**src/hw/usb_phy_ctrl_pkg.sv**
```systemverilog
// Package for the USB PHY control register block.
// Assumes a 32-bit AXI4-Lite register bus and one 100 MHz clock.
package usb_phy_ctrl_pkg;

    // ========================================
    // Register map
    localparam logic [7:0] PHY_CONTROL_ADDR = 8'h40;
    localparam logic [31:0] PHY_CONTROL_RST = 32'h00000000;

    // ========================================
    // Field positions
    localparam int PULLDOWN_OFF_BIT = 18;
    localparam int SE0_RESUME_BIT   = 13;
    localparam int K_RESUME_BIT     = 12;
    localparam int FILTER_LSB       = 8;
    localparam int HW_RESUME_BIT    = 7;
    localparam int PHY_CONFIG_LSB   = 4;

    // ========================================
    // Line state codes and bus answers
    localparam logic [1:0] LINE_SE0  = 2'h0;
    localparam logic [1:0] LINE_K    = 2'h2;
    localparam logic [1:0] RESP_OKAY = 2'h0;
    localparam logic [1:0] RESP_SLV  = 2'h2;

    typedef struct packed {
        logic [1:0] pulldownDisable;
        logic [2:0] phyConfigInputs;
        logic       hwResumeEnable;
    } phy_out_s;

    typedef struct packed {
        logic        awHeld;
        logic [7:0]  awAddr;
        logic        wHeld;
        logic [31:0] wData;
        logic [3:0]  wStrb;
        logic        bValid;
        logic [1:0]  bResp;
        logic        rValid;
        logic [31:0] rData;
        logic [1:0]  rResp;
        logic        pdOff;
        logic        se0Flag;
        logic        kFlag;
        logic [3:0]  filterLog;
        logic        hwResume;
        logic [2:0]  phyCfg;
        logic [1:0]  syncA;
        logic [1:0]  syncB;
        logic [1:0]  cand;
        logic [15:0] cnt;
        logic [1:0]  filt;
        logic        resumeReq;
    } state_s;

endpackage
```
**src/hw/usb_phy_ctrl.sv**
```systemverilog
// USB PHY control register with line-state filter and auto-resume flags.
// Assumes an AXI4-Lite master on clock and raw PHY line state on pins.
// Operation
// - Bit 18 set turns both pulldowns off
// - SE0 auto-resume sets sticky bit 13
// - K auto-resume sets sticky bit 12
// - Line change passes after 2^n + 1 stable clocks
// - Bit 7 selects hardware resume, else polling
// - Bits 6:4 drive PHY config pins
`timescale 1ns/1ns
`default_nettype none
module usb_phy_ctrl (
    input  wire logic                        clock,
    input  wire logic                        sys_rst,
    input  wire logic [31:0]                 s_axi_awaddr,
    input  wire logic                        s_axi_awvalid,
    output logic                             s_axi_awready,
    input  wire logic [31:0]                 s_axi_wdata,
    input  wire logic [3:0]                  s_axi_wstrb,
    input  wire logic                        s_axi_wvalid,
    output logic                             s_axi_wready,
    output logic [1:0]                       s_axi_bresp,
    output logic                             s_axi_bvalid,
    input  wire logic                        s_axi_bready,
    input  wire logic [31:0]                 s_axi_araddr,
    input  wire logic                        s_axi_arvalid,
    output logic                             s_axi_arready,
    output logic [31:0]                      s_axi_rdata,
    output logic [1:0]                       s_axi_rresp,
    output logic                             s_axi_rvalid,
    input  wire logic                        s_axi_rready,
    input  wire logic [1:0]                  lineStateRaw,
    input  wire logic                        suspended,
    output logic [1:0]                       filtLineState,
    output logic                             resumeReq,
    output usb_phy_ctrl_pkg::phy_out_s       phyOut
);

    usb_phy_ctrl_pkg::state_s st_r;
    usb_phy_ctrl_pkg::state_s st_nxt;

    logic        doWrite;
    logic        hit;
    logic        clrSe0;
    logic        clrK;
    logic [15:0] lastCnt;
    logic [31:0] regView;

    // ========================================
    // Register view, reserved bits forced low
    always_comb begin
        regView = 32'h0;
        regView[usb_phy_ctrl_pkg::PULLDOWN_OFF_BIT] = st_r.pdOff;
        regView[usb_phy_ctrl_pkg::SE0_RESUME_BIT]   = st_r.se0Flag;
        regView[usb_phy_ctrl_pkg::K_RESUME_BIT]     = st_r.kFlag;
        regView[usb_phy_ctrl_pkg::FILTER_LSB +: 4]  = st_r.filterLog;
        regView[usb_phy_ctrl_pkg::HW_RESUME_BIT]    = st_r.hwResume;
        regView[usb_phy_ctrl_pkg::PHY_CONFIG_LSB +: 3] = st_r.phyCfg;
    end

    assign doWrite = st_r.awHeld && st_r.wHeld && !st_r.bValid;
    assign hit     = st_r.awAddr == usb_phy_ctrl_pkg::PHY_CONTROL_ADDR;
    // Flags clear only on a written 0; a written 1 leaves them alone
    assign clrSe0  = doWrite && hit && st_r.wStrb[1]
                     && !st_r.wData[usb_phy_ctrl_pkg::SE0_RESUME_BIT];
    assign clrK    = doWrite && hit && st_r.wStrb[1]
                     && !st_r.wData[usb_phy_ctrl_pkg::K_RESUME_BIT];
    assign lastCnt = 16'((17'h1 << st_r.filterLog) - 17'h1);

    // ========================================
    // Next state
    always_comb begin
        st_nxt = st_r;
        st_nxt.resumeReq = 1'b0;

        // Write channel: address and data taken in either order
        if (s_axi_awvalid && s_axi_awready) begin
            st_nxt.awHeld = 1'b1;
            st_nxt.awAddr = s_axi_awaddr[7:0];
        end
        if (s_axi_wvalid && s_axi_wready) begin
            st_nxt.wHeld = 1'b1;
            st_nxt.wData = s_axi_wdata;
            st_nxt.wStrb = s_axi_wstrb;
        end
        if (doWrite) begin
            st_nxt.awHeld = 1'b0;
            st_nxt.wHeld  = 1'b0;
            st_nxt.bValid = 1'b1;
            st_nxt.bResp  = hit ? usb_phy_ctrl_pkg::RESP_OKAY
                                : usb_phy_ctrl_pkg::RESP_SLV;
            if (hit && st_r.wStrb[0]) begin
                st_nxt.hwResume =
                    st_r.wData[usb_phy_ctrl_pkg::HW_RESUME_BIT];
                st_nxt.phyCfg   =
                    st_r.wData[usb_phy_ctrl_pkg::PHY_CONFIG_LSB +: 3];
            end
            if (hit && st_r.wStrb[1]) begin
                st_nxt.filterLog =
                    st_r.wData[usb_phy_ctrl_pkg::FILTER_LSB +: 4];
            end
            if (hit && st_r.wStrb[2]) begin
                st_nxt.pdOff =
                    st_r.wData[usb_phy_ctrl_pkg::PULLDOWN_OFF_BIT];
            end
        end
        if (st_r.bValid && s_axi_bready) begin
            st_nxt.bValid = 1'b0;
        end

        // Read channel: data one cycle after the address
        if (s_axi_arvalid && s_axi_arready) begin
            st_nxt.rValid = 1'b1;
            if (s_axi_araddr[7:0] == usb_phy_ctrl_pkg::PHY_CONTROL_ADDR) begin
                st_nxt.rData = regView;
                st_nxt.rResp = usb_phy_ctrl_pkg::RESP_OKAY;
            end else begin
                st_nxt.rData = 32'h0;
                st_nxt.rResp = usb_phy_ctrl_pkg::RESP_SLV;
            end
        end else if (st_r.rValid && s_axi_rready) begin
            st_nxt.rValid = 1'b0;
        end

        // Line state: two-stage synchroniser, then stability filter
        st_nxt.syncA = lineStateRaw;
        st_nxt.syncB = st_r.syncA;
        if (st_r.syncB != st_r.cand) begin
            st_nxt.cand = st_r.syncB;
            st_nxt.cnt  = 16'h0;
        end else if (st_r.cand != st_r.filt) begin
            if (st_r.cnt == lastCnt) begin
                st_nxt.filt = st_r.cand;
                st_nxt.cnt  = 16'h0;
            end else begin
                st_nxt.cnt = st_r.cnt + 16'h1;
            end
        end

        // Sticky flags: a set in the clearing cycle wins
        st_nxt.se0Flag = st_r.se0Flag && !clrSe0;
        st_nxt.kFlag   = st_r.kFlag && !clrK;
        if (st_r.hwResume && suspended && st_nxt.filt != st_r.filt) begin
            if (st_nxt.filt == usb_phy_ctrl_pkg::LINE_SE0) begin
                st_nxt.resumeReq = 1'b1;
                st_nxt.se0Flag   = 1'b1;
            end else if (st_nxt.filt == usb_phy_ctrl_pkg::LINE_K) begin
                st_nxt.resumeReq = 1'b1;
                st_nxt.kFlag     = 1'b1;
            end
        end
    end

    always_ff @(posedge clock) begin
        if (sys_rst) begin
            st_r <= '0;
        end else begin
            st_r <= st_nxt;
        end
    end

    // ========================================
    // Outputs
    // Back-pressure while a response is pending keeps one write in flight
    assign s_axi_awready = !st_r.awHeld && !st_r.bValid;
    assign s_axi_wready  = !st_r.wHeld && !st_r.bValid;
    assign s_axi_bvalid  = st_r.bValid;
    assign s_axi_bresp   = st_r.bResp;
    assign s_axi_arready = !st_r.rValid;
    assign s_axi_rvalid  = st_r.rValid;
    assign s_axi_rdata   = st_r.rData;
    assign s_axi_rresp   = st_r.rResp;
    assign filtLineState = st_r.filt;
    assign resumeReq     = st_r.resumeReq;
    assign phyOut.pulldownDisable = {2{st_r.pdOff}};
    assign phyOut.phyConfigInputs = st_r.phyCfg;
    assign phyOut.hwResumeEnable  = st_r.hwResume;

    // ========================================
    // Checks
    a_pulldown_write: assert property (@(posedge clock) disable iff (sys_rst)
        doWrite && hit && st_r.wStrb[2] && st_r.wData[18]
        |=> phyOut.pulldownDisable == 2'h3)
        else $error("pulldowns not disabled after write");

    a_se0_flag_sticky: assert property (@(posedge clock) disable iff (sys_rst)
        st_r.se0Flag && !clrSe0 |=> st_r.se0Flag)
        else $error("se0 resume flag lost without clear");

    a_k_flag_set: assert property (@(posedge clock) disable iff (sys_rst)
        resumeReq && filtLineState == usb_phy_ctrl_pkg::LINE_K
        |-> st_r.kFlag)
        else $error("k resume flag not set on resume");

    a_filter_delay: assert property (@(posedge clock) disable iff (sys_rst)
        $changed(filtLineState) |-> $past(st_r.cnt) == $past(lastCnt)
        && $past(st_r.syncB) == filtLineState)
        else $error("line state passed before stable time");

    a_hw_resume_gate: assert property (@(posedge clock) disable iff (sys_rst)
        resumeReq |-> $past(st_r.hwResume) && $past(suspended)
        && $changed(filtLineState))
        else $error("resume request without hardware resume");

    a_config_pins: assert property (@(posedge clock) disable iff (sys_rst)
        doWrite && hit && st_r.wStrb[0]
        |=> phyOut.phyConfigInputs == $past(st_r.wData[6:4]))
        else $error("phy config pins not following write");

    a_reserved_zero: assert property (@(posedge clock) disable iff (sys_rst)
        s_axi_rvalid |-> s_axi_rdata[31:19] == 13'h0
        && s_axi_rdata[17:14] == 4'h0 && s_axi_rdata[3:0] == 4'h0)
        else $error("reserved bits read nonzero");

endmodule
`default_nettype wire

```
**config.mk**
```make
export PLATFORM = sky130hd
export DESIGN_NAME = usb_phy_ctrl
export DESIGN_NICKNAME = d
export VERILOG_FILES = /design/src/hw/usb_phy_ctrl_pkg.sv /design/src/hw/usb_phy_ctrl.sv
export SDC_FILE = /design/constraint.sdc
export NUM_CORES = 1
export LEC_CHECK = 0
export BUFFER_PORTS_ARGS = -buffer_cell sky130_fd_sc_hd__buf_2
export CORE_MARGIN = 2
export CORE_UTILIZATION = 52
export DETAILED_ROUTE_END_ITERATION = 10
export PLACE_DENSITY = 0.81
export RECOVER_POWER = 25
export SLEW_MARGIN = 20
export SYNTH_ARGS = -nofsm -noshare
export SYNTH_HDL_FRONTEND = slang
export SYNTH_SLANG_ARGS = --single-unit
```
**constraint.sdc**
```tcl
create_clock -name clock -period 7.69 [get_ports clock]
set_input_delay 1.1535 -clock clock [delete_from_list [all_inputs] [get_ports clock]]
set_output_delay 1.1535 -clock clock [all_outputs]
set_load 0.005 [all_outputs]
```
==> results of run 1 <==
[power breakdown]
| group | switching [mW] | leakage, nW | total (mW) | internal [mW] |
|---|---|---|---|---|
| registers | 0.00710 | 0.610 | 0.407 | 0.400 |
| logic | 0.0361 | 1.06 | 0.0585 | 0.0224 |
| clock network | 0.144 | 0.0906 | 0.294 | 0.150 |
[cells in the final DEF, fill, tap and decap left out, drive strengths merged, types with 9 or more instances in the layout]
cell type  netlist  final
a21oi           55     55
a22oi           11     11
buf             53     68
clkbuf          21     13
conb             1     23
dfxtp           75     75
nand2           91     91
nand2b          10     10
nand3           18     18
nor2            27     27
nor2b            9      9
nor3            15     15
o21ai           10     10
xnor2           12     12
xor2            11     11
[through the flow]
| step | hold slack [ps] | instances | utilization (%) |
|---|---|---|---|
| finish | 448.3 | 620 | 57.37 |
| global route | 462.3 | 620 | 57.37 |
| CTS | 452.9 | 620 | 57.43 |
| detailed placement | 431.8 | 604 | 54.86 |
| global placement | 417.9 | 604 | 54.86 |
| floorplan | 413.8 | 510 | - |
[logic make-up after synthesis]
| logic type | after synthesis |
|---|---|
| simple gates | 207 |
| compound gates | 98 |
| flops | 75 |
| fa+ha+maj | 2 |
| other cells | 1 |
| mux | 2 |
| buf+inv | 80 |
| xor+xnor | 23 |
[area by class of cell]
class | count | share of cell area, %
Inverter | 6 | 0.5412
Clock buffer | 12 | 3.247
Sequential cell | 75 | 36.08
Timing Repair Buffer | 69 | 8.388
Clock inverter | 4 | 1.233
Tap cell | 99 | 2.977
Multi-Input combinational cell | 355 | 47.53
[flip-flops by register name, summed over array words and instances, names as in the netlist]
signal,count
st_r,44
filtLineState,2
s_axi_rresp,1
st_nxt,2
s_axi_rdata,11
resumeReq,1
regView,6
s_axi_rvalid,1
phyOut,5
s_axi_bvalid,1
s_axi_bresp,1
[path summary, 6_finish.rpt]
path / start / to / slack [ps] / cells past startpoint
setup / recovery: sys_rst / regView[13]$_SDFF_PP0_ / 3300 / 6
hold / removal: st_nxt[22]$_SDFF_PP0_ / st_r[22]$_SDFF_PP0_ / 450 / 1
setup reg to reg: regView[11]$_SDFFE_PP0P_ / st_r[15]$_SDFFE_PP0N_ / 3850 / 8
hold reg to reg: st_nxt[22]$_SDFF_PP0_ / st_r[22]$_SDFF_PP0_ / 450 / 1
[layer usage]
layer | wire [um] | GRT usage (%) | part of all wire (%)
met1 | 3579 | 24.58 | 45
met2 | 3787 | 30.76 | 47
met3 | 488 | 7.346 | 6.1
met4 | 130 | 7.949 | 1.6
met5 | 0 | 0 | 0
==> flow_summary.toml, run 1 <==
[outcome]
outcome = "finished with violations"
violations = "max-capacitance violations, max-slew violations"

[power]
p_total_mw = 0.7596
p_per_area_nw_per_um2 = 182.5
leakage_nw = 1.761
max-vdd-ir-drop_mv = 0.1255

[clocking]
cts_buffer_depth = 2
cts-htree-levels = 3
cts_hold_buf = 0
insertion_delay_ps = 360
post_cts_buffers = 0
root_buffer = "clkbuf_8"
tritoncts = "yes"
clock-sinks = 75
ctsResizeCount = 0
clk_pin_slew_ps = 80
cts_inserted_buffers = 9

[yosys]
synth_compound_area_share_pct = 15.17
yosysUniqueCellTypes = 59
yosys.area_share.adder_pct = 0.6441
synthFlopType = "dfxtp_1"
async_reset_ff_share_pct = 0
ys_warn_count = 0
synth_most_common_cell = "nand2_1"
synth_area_um2 = 3885
synth_top_family_by_area = "simple AND/OR/NAND/NOR gates"
yosys-top-cells-area = "dfxtp_1, nand2_1, buf_4, a21oi_1, xnor2_1"
synth_top_cell_area_share_pct = 38.65
yosys.area_share.simple_pct = 27.18
synthCells = 488
synthXorXnorAreaFrac_pct = 5.185
ys_ff_latch = 75
synthTopCellsByCount = "nand2_1, dfxtp_1, a21oi_1"
ys_seq_area_share_pct = 38.65
muxShareOfSynthArea_pct = 0.5153
synth_enable_flop_cells = 0
yosys.area.top_type = "dfxtp_1"
syn_avg_cell_area_um2 = 7.961

[worst_setup_path]
crit_slowest_cell = "clkbuf_1"
cp_max_fo = 62
worstPathCellList = "buf_2 > clkbuf_1 > nor2_1 > nand4b_1 > nor3_1 > a21o_1"
critical-path-top-delay-family = "buffers and inverters"
startpoint_type = "input port"
end_kind = "flip-flop"
criticalPathCategory = "in -> reg"
crit_arrival_ps = 4650
cp.required_ps = 7950
worst-path-buf-inv = 2
slowest_delay_ps = 1790

[timing]
hold_violations = 0
relSlewSlack_pct = -69.12
fin_worst_skew_ps = 8.104
rsz0062_at_grt = "no"
layout_min_cycle_time_ps = 4395
finalWorstSetupSlack_ps = 3295
fin_crit_sh_pct = 57.15
drv_slew = 63
worst_pin_slew_ps = 2537
max_freq_mhz = 227.5
fin_tns_setup_ps = 0
setup_viol = 0

[place]
numPortBuffers = 66
place_congestion = 0.8352
pre_cts_ws_ps = 3989
dp_hpwl_um = 5537
placed_cell_area_um2 = 3979

[route]
wl_um = 7986
vias_per_cell = 5.287
detail-route-antenna-nets = 0
first_pass_iters = 5
post_drt_wl_per_cell_um = 12.88
drt-initial-drc-count = 183
vias = 3278
drc = 0

[cells_and_area]
drive_gt1_share_pct = 18.04
antenna_cells = 0
final_area_um2 = 4161
fin_nets = 628
multi_input_area_um2 = 1978
seq_area_um2 = 1501
n_fill_cell = 674
syn_to_final_growth_pct = 7.118

[global_route]
grt_pass1_wl_um = 13080
gr-usage-all-layers_pct = 19.68
grt_max_degree = 63
antenna_found_initial = 0
grt_overflow = 0
grt_pass1_vias = 2848

[floorplanning]
pin_count = 160
start_util_pct = 53.56
row_count = 31
die-width_um = 90.44
fp.coreArea_um2 = 7253
die_h_um = 90.44
die-area_um2 = 8178

[min_path]
hold_path.class = "reg -> reg"

[job]
max_cap_violations = 1
No activity file was read; power rests on OpenSTA's default activity.
==> run 2: changes to the inputs <==
- CORE_UTILIZATION: 52 -> 44
- PLACE_DENSITY: 0.81 -> 0.73
- clock period: 7.69 -> 4 ns (I/O delays scaled with it)
==> flow_summary.toml, run 2 (same netlist as run 1, synthesis figures left out) <==
[clocking]
cts_hold_buf = 0
cts_inserted_buffers = 9
tritoncts = "yes"
post_cts_buffers = 0
ctsResizeCount = 0
root_buffer = "clkbuf_8"
insertion_delay_ps = 350
cts-htree-levels = 3
cts_buffer_depth = 2
clock-sinks = 75
clk_pin_slew_ps = 80

[route]
detail-route-antenna-nets = 0
drc = 0
wl_um = 8226
vias = 3313
first_pass_iters = 5
vias_per_cell = 5.234
post_drt_wl_per_cell_um = 13.00
drt-initial-drc-count = 180

[cells_and_area]
fin_nets = 632
final_cell_mix = "nand2_1, dfxtp_1, buf_2, a21oi_1, nor2_1"
antenna_cells = 0
largest_register_ffs = 44
drive_gt1_share_pct = 18.86
layout_commonest_cell = "nand2_1"
top_register = "st_r"
syn_to_final_growth_pct = 9.404

[floorplanning]
fp.coreArea_um2 = 8636
die-width_um = 97.97
die-area_um2 = 9597
die_h_um = 97.97
start_util_pct = 44.99
row_count = 34
pin_count = 160

[timing]
rsz0062_at_grt = "no"
fin_crit_sh_pct = 79.44
fin_tns_setup_ps = 0
setup_viol = 0
worst_pin_slew_ps = 1143
layout_min_cycle_time_ps = 3178
fin_worst_skew_ps = 9.181
max_freq_mhz = 314.7
relSlewSlack_pct = 23.51
hold_violations = 0
drv_slew = 0

[worst_setup_path]
worstPathCellList = "or4_4 > ha_1 > xnor2_1 > a31oi_1 > a211o_1 > nand4b_4 > nor4b_4 > buf_4 > a21oi_1"
worst-path-buf-inv = 1
cp.required_ps = 4210
end_kind = "flip-flop"
startpoint_type = "flip-flop"
r2r_cells = 9
crit_slowest_cell = "nor4b_4"
critical-path-top-delay-family = "simple AND/OR/NAND/NOR gates"
cp_num_cells = 9
cp_max_fo = 13
critPathLaunch = "regView[11]$_SDFFE_PP0P_"
ff2ff_setup_slack_ps = 820
crit_arrival_ps = 3390
rr_startpoint = "regView[11]$_SDFFE_PP0P_"
worst_r2r_endpoint = "st_r[8]$_SDFFE_PP0N_"
endpoint = "st_r[8]$_SDFFE_PP0N_"
criticalPathCategory = "reg -> reg"
slowest_delay_ps = 610

[min_path]
hold_path.class = "in -> reg"

[place]
numPortBuffers = 66
place_congestion = 0.8726
dp_hpwl_um = 5899

[outcome]
outcome = "finished, final reports clean"

[power]
p_total_mw = 1.562
p_per_area_nw_per_um2 = 367.6
leakage_nw = 1.797
max-vdd-ir-drop_mv = 0.2590

[global_route]
grt_overflow = 0
grt_pass1_vias = 3003
grt_pass1_wl_um = 13610
gr-usage-all-layers_pct = 17.19
antenna_found_initial = 0
grt_max_degree = 63

[job]
max_cap_violations = 0
[run 2: report_power, final]
group,switching (mW),internal [mW],total [mW],leakage (nW)
sequential,0.0136,0.768,0.782,0.610
clock,0.293,0.376,0.669,0.115
combinational,0.0695,0.0424,0.112,1.07
total,0.376,1.19,1.56,1.80
[run 2: worst min path at each step]
stage / depth (start not counted) / slack (ps) / from / endpoint
after floorplan: 1 / 410 / st_nxt[21]$_SDFF_PP0_ / st_r[21]$_SDFF_PP0_
after global placement: 1 / 420 / st_nxt[21]$_SDFF_PP0_ / st_r[21]$_SDFF_PP0_
after detailed placement: 1 / 430 / st_nxt[22]$_SDFF_PP0_ / st_r[22]$_SDFF_PP0_
after CTS: 2 / 420 / s_axi_rready / s_axi_rvalid$_SDFFE_PP0P_
after global routing: 2 / 410 / s_axi_rready / s_axi_rvalid$_SDFFE_PP0P_
final: 2 / 440 / s_axi_rready / s_axi_rvalid$_SDFFE_PP0P_
[run 2: area by class of cell]
cell class / instances / area (um2)
Inverter: 6 / 22.52
Tap cell: 108 / 135.1
Clock buffer: 10 / 137.6
Fill cell: 840 / 4385
Clock inverter: 6 / 96.34
Timing Repair Buffer: 73 / 379.1
Sequential cell: 75 / 1501
Multi-Input combinational cell: 355 / 1978
[run 2: through the flow]
step	utilization (%)	cell area (um2)	hold slack, ps	std cells	setup slack (ps)
after CTS	49.26	4254	423.7	633	796.6
after global routing	49.22	4250	413.6	633	580.2
after global placement	46.55	4020	417.6	617	901.3
final	49.22	4250	437.7	633	822.5
after floorplan	-	3968	413.8	510	1311
after detailed placement	46.55	4020	429.7	617	812.7
[run 2: metal layers]
layer / wire length, um / global-route usage [%] / vias up / part of all wire, %
met4: 149 / 8.654 / 0 / 1.8
met2: 3945 / 27.87 / 83 / 48
met3: 494 / 3.579 / 13 / 6.0
met5: 0 / 0 / - / 0
met1: 3637 / 21.69 / 1557 / 44
li1: - / - / 1660 / -
